## config.mk

```make
export PLATFORM = sky130hd
export DESIGN_NAME = arc_cycle
export DESIGN_NICKNAME = d
export VERILOG_FILES = /design/src/rtl/arc_pkg.sv /design/src/rtl/arc_cycle.sv
export SDC_FILE = /design/constraint.sdc
export NUM_CORES = 1
export LEC_CHECK = 0
export BUFFER_PORTS_ARGS = -buffer_cell sky130_fd_sc_hd__buf_2
export CORE_UTILIZATION = 52
export CTS_CLUSTER_SIZE = 10
export DETAILED_ROUTE_END_ITERATION = 8
export GPL_TIMING_DRIVEN = 1
export PLACE_DENSITY = 0.82
export SLEW_MARGIN = 20
export SYNTH_ARGS = -nofsm -noshare
export SYNTH_HDL_FRONTEND = slang
export SYNTH_SLANG_ARGS = --single-unit
```

## constraint.sdc

```tcl
create_clock -name clk_i -period 4.97 [get_ports clk_i]
set_input_delay 0 -clock clk_i [delete_from_list [all_inputs] [get_ports clk_i]]
set_output_delay 0 -clock clk_i [all_outputs]
set_load 0.05 [all_outputs]
```

## src/rtl/arc_pkg.sv

```systemverilog
// constants and types for the multi-cycle reclosure sequencer
// assumes one 250 MHz clock and a millisecond tick made from it
package arc_pkg;
  localparam int CLK_MHZ = 250;
  localparam int TICK_US = 1000;
  localparam int TICK_CYCLES = TICK_US * CLK_MHZ;
  localparam int TW = 16;
  localparam int NCYC = 4;
  localparam logic [TW-1:0] TMR_INF = 16'hFFFF;
  localparam logic [NCYC-1:0] SYNC_EN_RST = 4'h0;
  localparam logic [NCYC-1:0] START_EN_RST = 4'hF;
  typedef enum logic [2:0] {
    ARC_IDLE, ARC_ACTION, ARC_TRIPPED, ARC_DEAD, ARC_CLOSE_WAIT, ARC_RECLAIM, ARC_LOCKOUT
  } arc_state_t;
endpackage

```

## src/rtl/arc_cycle.sv

```systemverilog
// reclosure cycle sequencer with status and close indications
// assumes all inputs synchronous to clk_i; settings held stable
`timescale 1ns/1ps
module arc_cycle #(
  parameter int TICK_CYCLES = arc_pkg::TICK_CYCLES
) (
  // clock and reset
  input wire logic clk_i,
  input wire logic rst_i,
  // switching
  input wire logic recloser_on_i,
  input wire logic recloser_off_i,
  input wire logic recloser_block_i,
  // start inputs from protection
  input wire logic [2:0] ext_phase_trip_i,
  input wire logic ext_single_pole_trip_i,
  input wire logic ext_three_pole_trip_i,
  input wire logic ext_general_trip_i,
  input wire logic [2:0] ext_phase_pickup_i,
  input wire logic [2:0] ext_fault_pickup_i,
  // block inputs
  input wire logic block_first_cycle_i,
  input wire logic block_second_cycle_i,
  input wire logic block_third_cycle_i,
  input wire logic block_fourth_up_cycles_i,
  input wire logic block_single_pole_cycle_i,
  input wire logic block_three_pole_cycle_i,
  input wire logic [2:0] block_fault_cycle_i,
  // breaker and synchronism check
  input wire logic breaker_ready_i,
  input wire logic sync_release_i,
  // settings
  input wire logic [arc_pkg::NCYC-1:0] start_allow_i,
  input wire logic [arc_pkg::NCYC-1:0] sync_request_en_i,
  input wire logic [arc_pkg::NCYC-1:0] breaker_check_en_i,
  input wire logic adaptive_dead_time_mode_i,
  input wire logic [arc_pkg::TW-1:0] action_time_i,
  input wire logic [arc_pkg::TW-1:0] dead_single_pole_i,
  input wire logic [arc_pkg::TW-1:0] dead_three_pole_i,
  input wire logic [arc_pkg::TW-1:0] dead_one_fault_i,
  input wire logic [arc_pkg::TW-1:0] dead_two_fault_i,
  input wire logic [arc_pkg::TW-1:0] dead_three_fault_i,
  input wire logic [arc_pkg::TW-1:0] dead_evolving_i,
  input wire logic [arc_pkg::TW-1:0] reclaim_time_i,
  input wire logic [arc_pkg::TW-1:0] start_monitor_time_i,
  input wire logic [arc_pkg::TW-1:0] max_dead_time_i,
  input wire logic [arc_pkg::TW-1:0] breaker_window_i,
  // state indications
  output logic recloser_on_o,
  output logic recloser_off_o,
  output logic recloser_blocked_ind_o,
  output logic recloser_not_ready_ind_o,
  output logic reclose_running_ind_o,
  output logic [arc_pkg::NCYC-1:0] cycle_zone_release_o,
  output logic general_zone_release_o,
  output logic sync_check_request_o,
  output logic dead_time_single_pole_running_o,
  output logic dead_time_three_pole_running_o,
  output logic [2:0] dead_time_fault_running_o,
  output logic dead_time_evolving_running_o,
  output logic [arc_pkg::NCYC-1:0] cycle_running_o,
  output logic adaptive_dead_time_running_o,
  output logic reclaim_time_running_o,
  output logic single_pole_trip_permit_o,
  output logic three_pole_trip_cmd_o,
  // event pulses
  output logic reclose_command_o,
  output logic close_first_cycle_single_pole_o,
  output logic close_first_cycle_three_pole_o,
  output logic close_second_cycle_o,
  output logic start_monitor_expired_o,
  output logic max_dead_time_expired_o,
  output logic breaker_ready_window_expired_o,
  output logic reclose_success_ind_o,
  output logic reclose_lockout_ind_o,
  output logic evolving_fault_detected_o
);
  import arc_pkg::*;

  // ---------------------------------------------------------------
  // decoded inputs
  // ---------------------------------------------------------------
  localparam int PW = $clog2(TICK_CYCLES);
  arc_state_t state, next_state;
  logic [PW-1:0] presc;
  logic tick;
  logic [TW-1:0] tmr, mtmr;
  logic [1:0] cur, next_cur, nxt;
  logic on_state, is1p, evol;
  logic [2:0] flt, flt_now;
  logic [NCYC-1:0] cyc_blk, usable;
  logic trip_any, pick_any, trip_1p_now, has_next, go, nr, blocked_c, type_blk, need_sync;
  logic lock_go, ok_close, success, ev_go, sm_exp, md_exp, bw_exp;
  logic [2:0] base;
  logic [TW-1:0] dead_sel;
  logic [1:0] pcnt;

  assign trip_any = |ext_phase_trip_i | ext_single_pole_trip_i | ext_three_pole_trip_i
                    | ext_general_trip_i;
  assign pick_any = |ext_phase_pickup_i | |ext_fault_pickup_i;
  assign trip_1p_now = ext_single_pole_trip_i | ($onehot(ext_phase_trip_i)
                       & !ext_three_pole_trip_i & !ext_general_trip_i);
  assign pcnt = 2'(ext_phase_pickup_i[0]) + 2'(ext_phase_pickup_i[1])
                + 2'(ext_phase_pickup_i[2]);
  assign flt_now = ext_fault_pickup_i | {pcnt == 2'h3, pcnt == 2'h2, pcnt == 2'h1};
  assign cyc_blk = {block_fourth_up_cycles_i, block_third_cycle_i, block_second_cycle_i,
                    block_first_cycle_i};
  assign usable = ~cyc_blk & start_allow_i;
  assign type_blk = (is1p ? block_single_pole_cycle_i : block_three_pole_cycle_i)
                    | |(flt & block_fault_cycle_i);
  assign need_sync = !is1p & sync_request_en_i[cur];

  function automatic logic expired(input logic [TW-1:0] t, input logic [TW-1:0] set);
    expired = (set != TMR_INF) && (t >= set);
  endfunction

  // ---------------------------------------------------------------
  // tick and timers
  // ---------------------------------------------------------------
  always_ff @(posedge clk_i) begin
    if (rst_i || tick) begin
      presc <= '0;
    end else begin
      presc <= presc + PW'(1);
    end
  end
  assign tick = (presc == PW'(TICK_CYCLES - 1));

  always_ff @(posedge clk_i) begin
    if (rst_i || next_state != state) begin
      tmr <= '0;
    end else if (tick && tmr != TMR_INF) begin
      tmr <= tmr + TW'(1);
    end
  end

  // time from first trip of a cycle to its close
  always_ff @(posedge clk_i) begin
    if (rst_i || !(state inside {ARC_TRIPPED, ARC_DEAD, ARC_CLOSE_WAIT})) begin
      mtmr <= '0;
    end else if (tick && mtmr != TMR_INF) begin
      mtmr <= mtmr + TW'(1);
    end
  end

  // ---------------------------------------------------------------
  // cycle search and readiness
  // ---------------------------------------------------------------
  always_comb begin
    base = (state == ARC_RECLAIM) ? ({1'b0, cur} + 3'h1) : 3'h0;
    has_next = 1'b0;
    nxt = 2'h0;
    for (int k = NCYC - 1; k >= 0; k--) begin
      if (3'(k) >= base && usable[k]) begin
        has_next = 1'b1;
        nxt = 2'(k);
      end
    end
  end

  always_comb begin
    blocked_c = (state inside {ARC_IDLE, ARC_ACTION}) && (!on_state || recloser_block_i
                || !breaker_ready_i || !has_next);
    nr = blocked_c || state == ARC_LOCKOUT || (state == ARC_RECLAIM && !has_next);
    go = trip_any && !nr && has_next && !recloser_block_i && on_state
         && (state inside {ARC_IDLE, ARC_ACTION, ARC_RECLAIM});
    if (evol) begin
      dead_sel = dead_evolving_i;
    end else if (flt[2]) begin
      dead_sel = dead_three_fault_i;
    end else if (flt[1]) begin
      dead_sel = dead_two_fault_i;
    end else if (flt[0]) begin
      dead_sel = dead_one_fault_i;
    end else begin
      dead_sel = is1p ? dead_single_pole_i : dead_three_pole_i;
    end
  end

  // ---------------------------------------------------------------
  // sequencer
  // ---------------------------------------------------------------
  always_comb begin
    next_state = state;
    next_cur = go ? nxt : cur;
    lock_go = 1'b0;
    ok_close = 1'b0;
    success = 1'b0;
    ev_go = 1'b0;
    sm_exp = 1'b0;
    md_exp = 1'b0;
    bw_exp = 1'b0;
    unique case (state)
      ARC_IDLE, ARC_ACTION: begin
        if (go) begin
          next_state = ARC_TRIPPED;
        end else if (trip_any && on_state) begin
          next_state = ARC_LOCKOUT;
        end else if (state == ARC_ACTION && expired(tmr, action_time_i)) begin
          next_state = ARC_LOCKOUT;
        end else if (state == ARC_ACTION && !pick_any) begin
          next_state = ARC_IDLE;
        end else if (state == ARC_IDLE && pick_any && on_state && !nr) begin
          next_state = ARC_ACTION;
        end
      end
      ARC_TRIPPED, ARC_DEAD, ARC_CLOSE_WAIT: begin
        sm_exp = state == ARC_TRIPPED && trip_any && expired(tmr, start_monitor_time_i);
        md_exp = expired(mtmr, max_dead_time_i);
        bw_exp = state == ARC_CLOSE_WAIT && expired(tmr, breaker_window_i);
        ok_close = state == ARC_CLOSE_WAIT && (!need_sync || sync_release_i)
                   && (!breaker_check_en_i[cur] || breaker_ready_i);
        if (cyc_blk[cur] || type_blk || !on_state || recloser_block_i) begin
          lock_go = 1'b1;
        end else if (sm_exp || md_exp || bw_exp) begin
          lock_go = 1'b1;
        end else if (state == ARC_TRIPPED) begin
          if (!trip_any) begin
            next_state = ARC_DEAD;
          end
        end else if (trip_any) begin
          ev_go = 1'b1;
          next_state = ARC_TRIPPED;
        end else if (state == ARC_DEAD && expired(tmr, dead_sel)) begin
          next_state = ARC_CLOSE_WAIT;
        end else if (ok_close) begin
          next_state = ARC_RECLAIM;
        end
        if (lock_go) begin
          next_state = ARC_LOCKOUT;
        end
      end
      ARC_RECLAIM: begin
        if (go) begin
          next_state = ARC_TRIPPED;
        end else if (trip_any) begin
          lock_go = 1'b1;
          next_state = ARC_LOCKOUT;
        end else if (expired(tmr, reclaim_time_i)) begin
          success = 1'b1;
          next_state = ARC_IDLE;
        end
      end
      ARC_LOCKOUT: begin
        if (!trip_any && !pick_any && expired(tmr, reclaim_time_i)) begin
          next_state = ARC_IDLE;
        end
      end
    endcase
  end

  always_ff @(posedge clk_i) begin
    if (rst_i) begin
      state <= ARC_IDLE;
      cur <= 2'h0;
    end else begin
      state <= next_state;
      cur <= next_cur;
    end
  end

  // trip kind latched at each cycle start; evolving marks a retrip in the dead or close-wait phase
  always_ff @(posedge clk_i) begin
    if (rst_i) begin
      is1p <= 1'b0;
      flt <= 3'h0;
      evol <= 1'b0;
    end else if (go) begin
      is1p <= trip_1p_now;
      flt <= flt_now;
      evol <= 1'b0;
    end else if (ev_go) begin
      is1p <= 1'b0;
      evol <= 1'b1;
    end
  end

  // off wins over on
  always_ff @(posedge clk_i) begin
    if (rst_i) begin
      on_state <= 1'b0;
    end else if (recloser_off_i) begin
      on_state <= 1'b0;
    end else if (recloser_on_i) begin
      on_state <= 1'b1;
    end
  end

  // ---------------------------------------------------------------
  // indications
  // ---------------------------------------------------------------
  always_ff @(posedge clk_i) begin
    if (rst_i) begin
      reclose_running_ind_o <= 1'b0;
    end else if (go && state != ARC_RECLAIM) begin
      reclose_running_ind_o <= 1'b1;
    end else if (success || next_state == ARC_LOCKOUT) begin
      reclose_running_ind_o <= 1'b0;
    end
  end

  always_ff @(posedge clk_i) begin
    if (rst_i) begin
      recloser_on_o <= 1'b0;
      recloser_off_o <= 1'b1;
      recloser_blocked_ind_o <= 1'b0;
      recloser_not_ready_ind_o <= 1'b1;
      cycle_zone_release_o <= '0;
      general_zone_release_o <= 1'b0;
      sync_check_request_o <= 1'b0;
      dead_time_single_pole_running_o <= 1'b0;
      dead_time_three_pole_running_o <= 1'b0;
      dead_time_fault_running_o <= 3'h0;
      dead_time_evolving_running_o <= 1'b0;
      cycle_running_o <= '0;
      adaptive_dead_time_running_o <= 1'b0;
      reclaim_time_running_o <= 1'b0;
      single_pole_trip_permit_o <= 1'b0;
      three_pole_trip_cmd_o <= 1'b0;
    end else begin
      recloser_on_o <= on_state;
      recloser_off_o <= !on_state;
      recloser_blocked_ind_o <= blocked_c;
      recloser_not_ready_ind_o <= nr;
      cycle_zone_release_o <= (!nr && has_next) ? (4'h1 << nxt) : 4'h0;
      general_zone_release_o <= !nr && has_next;
      sync_check_request_o <= next_state == ARC_CLOSE_WAIT && need_sync;
      dead_time_single_pole_running_o <= state == ARC_DEAD && !evol && is1p && flt == 3'h0;
      dead_time_three_pole_running_o <= state == ARC_DEAD && !evol && !is1p && flt == 3'h0;
      dead_time_fault_running_o <= (state == ARC_DEAD && !evol) ? flt : 3'h0;
      dead_time_evolving_running_o <= state == ARC_DEAD && evol;
      cycle_running_o <= (state inside {ARC_TRIPPED, ARC_DEAD, ARC_CLOSE_WAIT, ARC_RECLAIM})
                         ? (4'h1 << cur) : 4'h0;
      adaptive_dead_time_running_o <= adaptive_dead_time_mode_i
                                      && (state inside {ARC_DEAD, ARC_CLOSE_WAIT});
      reclaim_time_running_o <= state == ARC_RECLAIM;
      single_pole_trip_permit_o <= !nr && has_next && !block_single_pole_cycle_i;
      three_pole_trip_cmd_o <= trip_any && (nr || !has_next || block_single_pole_cycle_i);
    end
  end

  always_ff @(posedge clk_i) begin
    if (rst_i) begin
      reclose_command_o <= 1'b0;
      close_first_cycle_single_pole_o <= 1'b0;
      close_first_cycle_three_pole_o <= 1'b0;
      close_second_cycle_o <= 1'b0;
      start_monitor_expired_o <= 1'b0;
      max_dead_time_expired_o <= 1'b0;
      breaker_ready_window_expired_o <= 1'b0;
      reclose_success_ind_o <= 1'b0;
      reclose_lockout_ind_o <= 1'b0;
      evolving_fault_detected_o <= 1'b0;
    end else begin
      reclose_command_o <= ok_close && !lock_go;
      close_first_cycle_single_pole_o <= ok_close && !lock_go && cur == 2'h0 && is1p;
      close_first_cycle_three_pole_o <= ok_close && !lock_go && cur == 2'h0 && !is1p;
      close_second_cycle_o <= ok_close && !lock_go && cur == 2'h1;
      start_monitor_expired_o <= sm_exp;
      max_dead_time_expired_o <= md_exp;
      breaker_ready_window_expired_o <= bw_exp;
      reclose_success_ind_o <= success;
      reclose_lockout_ind_o <= lock_go;
      evolving_fault_detected_o <= ev_go;
    end
  end

  // ---------------------------------------------------------------
  // assertions
  // ---------------------------------------------------------------
  AST_NR_COVERS_BLK: assert property (@(posedge clk_i) disable iff (rst_i)
    recloser_blocked_ind_o |-> recloser_not_ready_ind_o) else $error("blocked without not ready");
  AST_NO_START_NR: assert property (@(posedge clk_i) disable iff (rst_i)
    (state == ARC_IDLE && nr) |=> state != ARC_TRIPPED) else $error("start while not ready");
  AST_RUN_ON_TRIP: assert property (@(posedge clk_i) disable iff (rst_i)
    (go && state == ARC_IDLE) |=> reclose_running_ind_o && state == ARC_TRIPPED)
    else $error("in progress missing");
  AST_SUCCESS_CLEARS: assert property (@(posedge clk_i) disable iff (rst_i)
    success |=> !reclose_running_ind_o && reclose_success_ind_o && state == ARC_IDLE)
    else $error("success did not clear");
  AST_LOCK_CLEARS: assert property (@(posedge clk_i) disable iff (rst_i)
    lock_go |=> !reclose_running_ind_o && reclose_lockout_ind_o) else $error("lockout kept run");
  AST_SYNC_ONLY_3P: assert property (@(posedge clk_i) disable iff (rst_i)
    $rose(sync_check_request_o) |-> !is1p && sync_request_en_i[cur] && state == ARC_CLOSE_WAIT)
    else $error("bad sync request");
  AST_HOLD_FOR_SYNC: assert property (@(posedge clk_i) disable iff (rst_i)
    (state == ARC_CLOSE_WAIT && need_sync && !sync_release_i) |=> !reclose_command_o)
    else $error("closed without release");
  AST_DYN_LOCK: assert property (@(posedge clk_i) disable iff (rst_i)
    (state == ARC_DEAD && cyc_blk[cur]) |=> state == ARC_LOCKOUT) else $error("no lockout");
  AST_ZONE_ONEHOT: assert property (@(posedge clk_i) disable iff (rst_i)
    $onehot0(cycle_zone_release_o) && (general_zone_release_o == |cycle_zone_release_o))
    else $error("zone release not one-hot");

  COV_SUCCESS: cover property (@(posedge clk_i) disable iff (rst_i) reclose_success_ind_o);
  COV_LOCKOUT: cover property (@(posedge clk_i) disable iff (rst_i) reclose_lockout_ind_o);
  COV_SYNC: cover property (@(posedge clk_i) disable iff (rst_i)
    sync_check_request_o ##[1:8] reclose_command_o);
  COV_EVOLVE: cover property (@(posedge clk_i) disable iff (rst_i) evolving_fault_detected_o);
endmodule

```

==> results.json <==
{
  "status": "finished clean",
  "synth.most_common_cell": "ha_1",
  "synth_seq_cells": 96,
  "worstPathArrival_ps": 4540,
  "worst_path_max_delay_cell": "dfxtp_1",
  "synthFlopType": "dfxtp_1",
  "clockRootBuffer": "clkbuf_16",
  "yosysWarnings": 0,
  "switchingPower_w": 0.000685,
  "critical_path_required_ps": 5190,
  "crit_fanout": 17,
  "grt-ovfl-total": 0,
  "worst_pin_slew_ps": 1020,
  "hold_start": "breaker_ready_i",
  "finalClockSkew_ps": 5.63,
  "track_usage": 0.312,
  "min_path_type": "input port to flop",
  "finalSetupViolations": 0,
  "maxCapViolations": 0,
  "synth_edf_count": 0,
  "pwr-share-seq": 0.390,
  "power_density_nw_per_um2": 223,
  "ant_nets": 0,
  "ys_seq_area_frac": 0.250,
  "area_growth_pct": 22.7,
  "fmax_mhz": 231,
  "clockBufferDepth": 2,
  "core-area_um2": 14500,
  "hold_viol": 0,
  "critPathLaunch": "is1p$_SDFFE_PP0P_",
  "htreeDepth": 3,
  "post-cts-setup-buffers": 0,
  "nNetsFinal": 1504,
  "place_congestion": 1.01,
  "clk_pin_slew_worst_paths_ps": 70,
  "syn_area_per_cell_um2": 8.19,
  "diodes": 0,
  "drv_slew": 0,
  "sw_frac_of_total": 0.325,
  "leakage_nw": 4.48,
  "intPower_w": 0.00143,
  "synth_cell_types": 72,
  "die_x_um": 124,
  "synth_area_um2": 7700,
  "grt_max_degree": 36,
  "final_util": 0.653,
  "avgViaCountPerCell": 5.93,
  "yosys.area.top_type": "dfxtp_1",
  "grt_pass1_vias": 7483,
  "r2r_start": "is1p$_SDFFE_PP0P_",
  "setup_tns_ps": 0,
  "grt_pass1_wl_mm": 37.2,
  "vias": 8129,
  "yosys-top-cells-area": "dfxtp_1 25%, ha_1 17%, inv_1 4.6%, a21oi_1 4.2%, xor2_1 3.5%",
  "critPathTopFamily": "compound AO/OA/AOI/OAI gates",
  "drt_first_pass_iters": 5,
  "rsz0062_at_grt": "false",
  "drc": 0,
  "start_util": 0.532,
  "clock_power_share": 0.335,
  "crit_type": "flop to flop",
  "post_cts_resized": 0,
  "fin_crit_sh": 0.869,
  "grt_antenna_before_repair": 0,
  "synth_top_area_share": 0.250,
  "slew_headroom": 0.318,
  "post_dp_cell_area_um2": 9100,
  "die_h_um": 124,
  "worstPathCellList": "mux2i_1 > o211ai_1 > a22oi_1 > ha_1 > a21oi_1 > o21ai_0 > a2111o_1 > a41oi_1 > nor3_1 > nand3_1 > nor4b_4 > mux2i_2 > buf_4 > nor4_2",
  "cp-end-kind": "flop",
  "synth_common_cells": "102 x ha_1, 96 x dfxtp_1, 95 x inv_1, 72 x nor2_1, 65 x a21oi_1",
  "startpoint_type": "flop",
  "min_period_ps": 4320,
  "postRouteWirelength_mm": 23.8,
  "port_buffers": 251,
  "cts_tree": "done",
  "drive_above_1_share": 0.253,
  "dp_slack_ps": 740,
  "pwr-share-comb": 0.276,
  "fin_ws_ps": 649,
  "fin_area_um2": 9450,
  "boundaryPins": 252,
  "dp_hpwl_mm": 18.9,
  "rows": 44,
  "cts_sinks": 96,
  "cts-buffers-inserted": 9,
  "cp_slowest_stage_delay_ps": 990,
  "syn-num-nets": 1261,
  "synthCells": 940,
  "drt_iter0_drc": 686,
  "worst-path-buf-inv": 1,
  "async_reset_ff_frac": 0,
  "dieArea_um2": 15300,
  "avgRoutedWirePerCell_um": 17.3,
  "ir_worst_vdd_v": 0.000169,
  "clk_latency_ps": 340
}
## cell families after synthesis
kind of cell / synth area share
buffers and inverters: 0.0711
flip-flops: 0.250
AO/OA/AOI/OAI: 0.179
multiplexers: 0.0370
XOR/XNOR: 0.0489
AND/OR/NAND/NOR: 0.244
adder cells (fa/ha/maj): 0.171
## registers in the layout, summed over array words and instances (netlist names), 2 cells and up
signal,cells
cur,2
cycle_running_o,4
cycle_zone_release_o,4
dead_time_fault_running_o,3
flt,3
mtmr,16
presc,18
state,3
tmr,16
## worst register-to-register path: cells and delay by family, from the launching register on
kind            cells  cell delay, ps
simple gates        4             610
buf+inv             1             290
flops               1             990
compound gates      6            1230
mux                 2             790
fa+ha+maj           1             300
## power by group through the flow
stage	registers (W)	logic [W]	clock network [W]
global route	0.000825	0.000631	0.000753
detailed placement	0.000839	0.000565	0
floorplan	0.000878	0.000335	0
finish	0.000822	0.000581	0.000706
CTS	0.000822	0.000572	0.000713
global placement	0.000839	0.000559	0
## layout make-up
cell class | count | area [um2]
Multi-Input combinational cell | 711 | 5240
Fill cell | 1241 | 5030
Sequential cell | 96 | 1920
Timing Repair Buffer | 267 | 1390
Inverter | 98 | 368
Clock buffer | 11 | 253
Tap cell | 184 | 230
Clock inverter | 4 | 52.6
## routing by layer
| metal | global-route usage | vias to the layer above | share of wire |
|---|---|---|---|
| met4 | 0.0986 | 0 | 0.027 |
| li1 | - | 3921 | - |
| met5 | 0 | - | 0 |
| met2 | 0.511 | 405 | 0.45 |
| met1 | 0.410 | 3740 | 0.43 |
| met3 | 0.0614 | 63 | 0.085 |
## final timing paths
path	to	slack [ps]	cells after the start
setup / recovery	tmr[10]$_SDFFE_PP0P_	650	14
hold / removal	recloser_blocked_ind_o$_SDFF_PP0_	30	3
setup reg to reg	tmr[10]$_SDFFE_PP0P_	650	14
hold reg to reg	presc[0]$_SDFF_PP0_	450	1
## repair_timing
action,4_1_cts,5_1_grt
hold endpoints to repair,3,0
hold buffers,4,0
setup endpoints to repair,0,0
## stage by stage
stage          total power, W  cells  hold slack (ps)
2_1_floorplan         0.00121    940             71.6
3_3_place_gp          0.00140   1352              162
3_5_place_dp          0.00140   1352              166
4_1_cts               0.00211   1371             14.9
5_1_grt               0.00221   1371             24.4
6_report              0.00211   1371             29.2
## cells in the final DEF (no fill, tap or decap), types with 26 or more instances in the layout
cell	n
buf_2	251
ha_1	102
dfxtp_1	96
inv_1	95
nor2_1	72
a21oi_1	65
nand2_1	52
nand4_1	41
o21ai_0	31
xor2_1	31
nand3_1	26
Power figures use the tool's default switching activity.
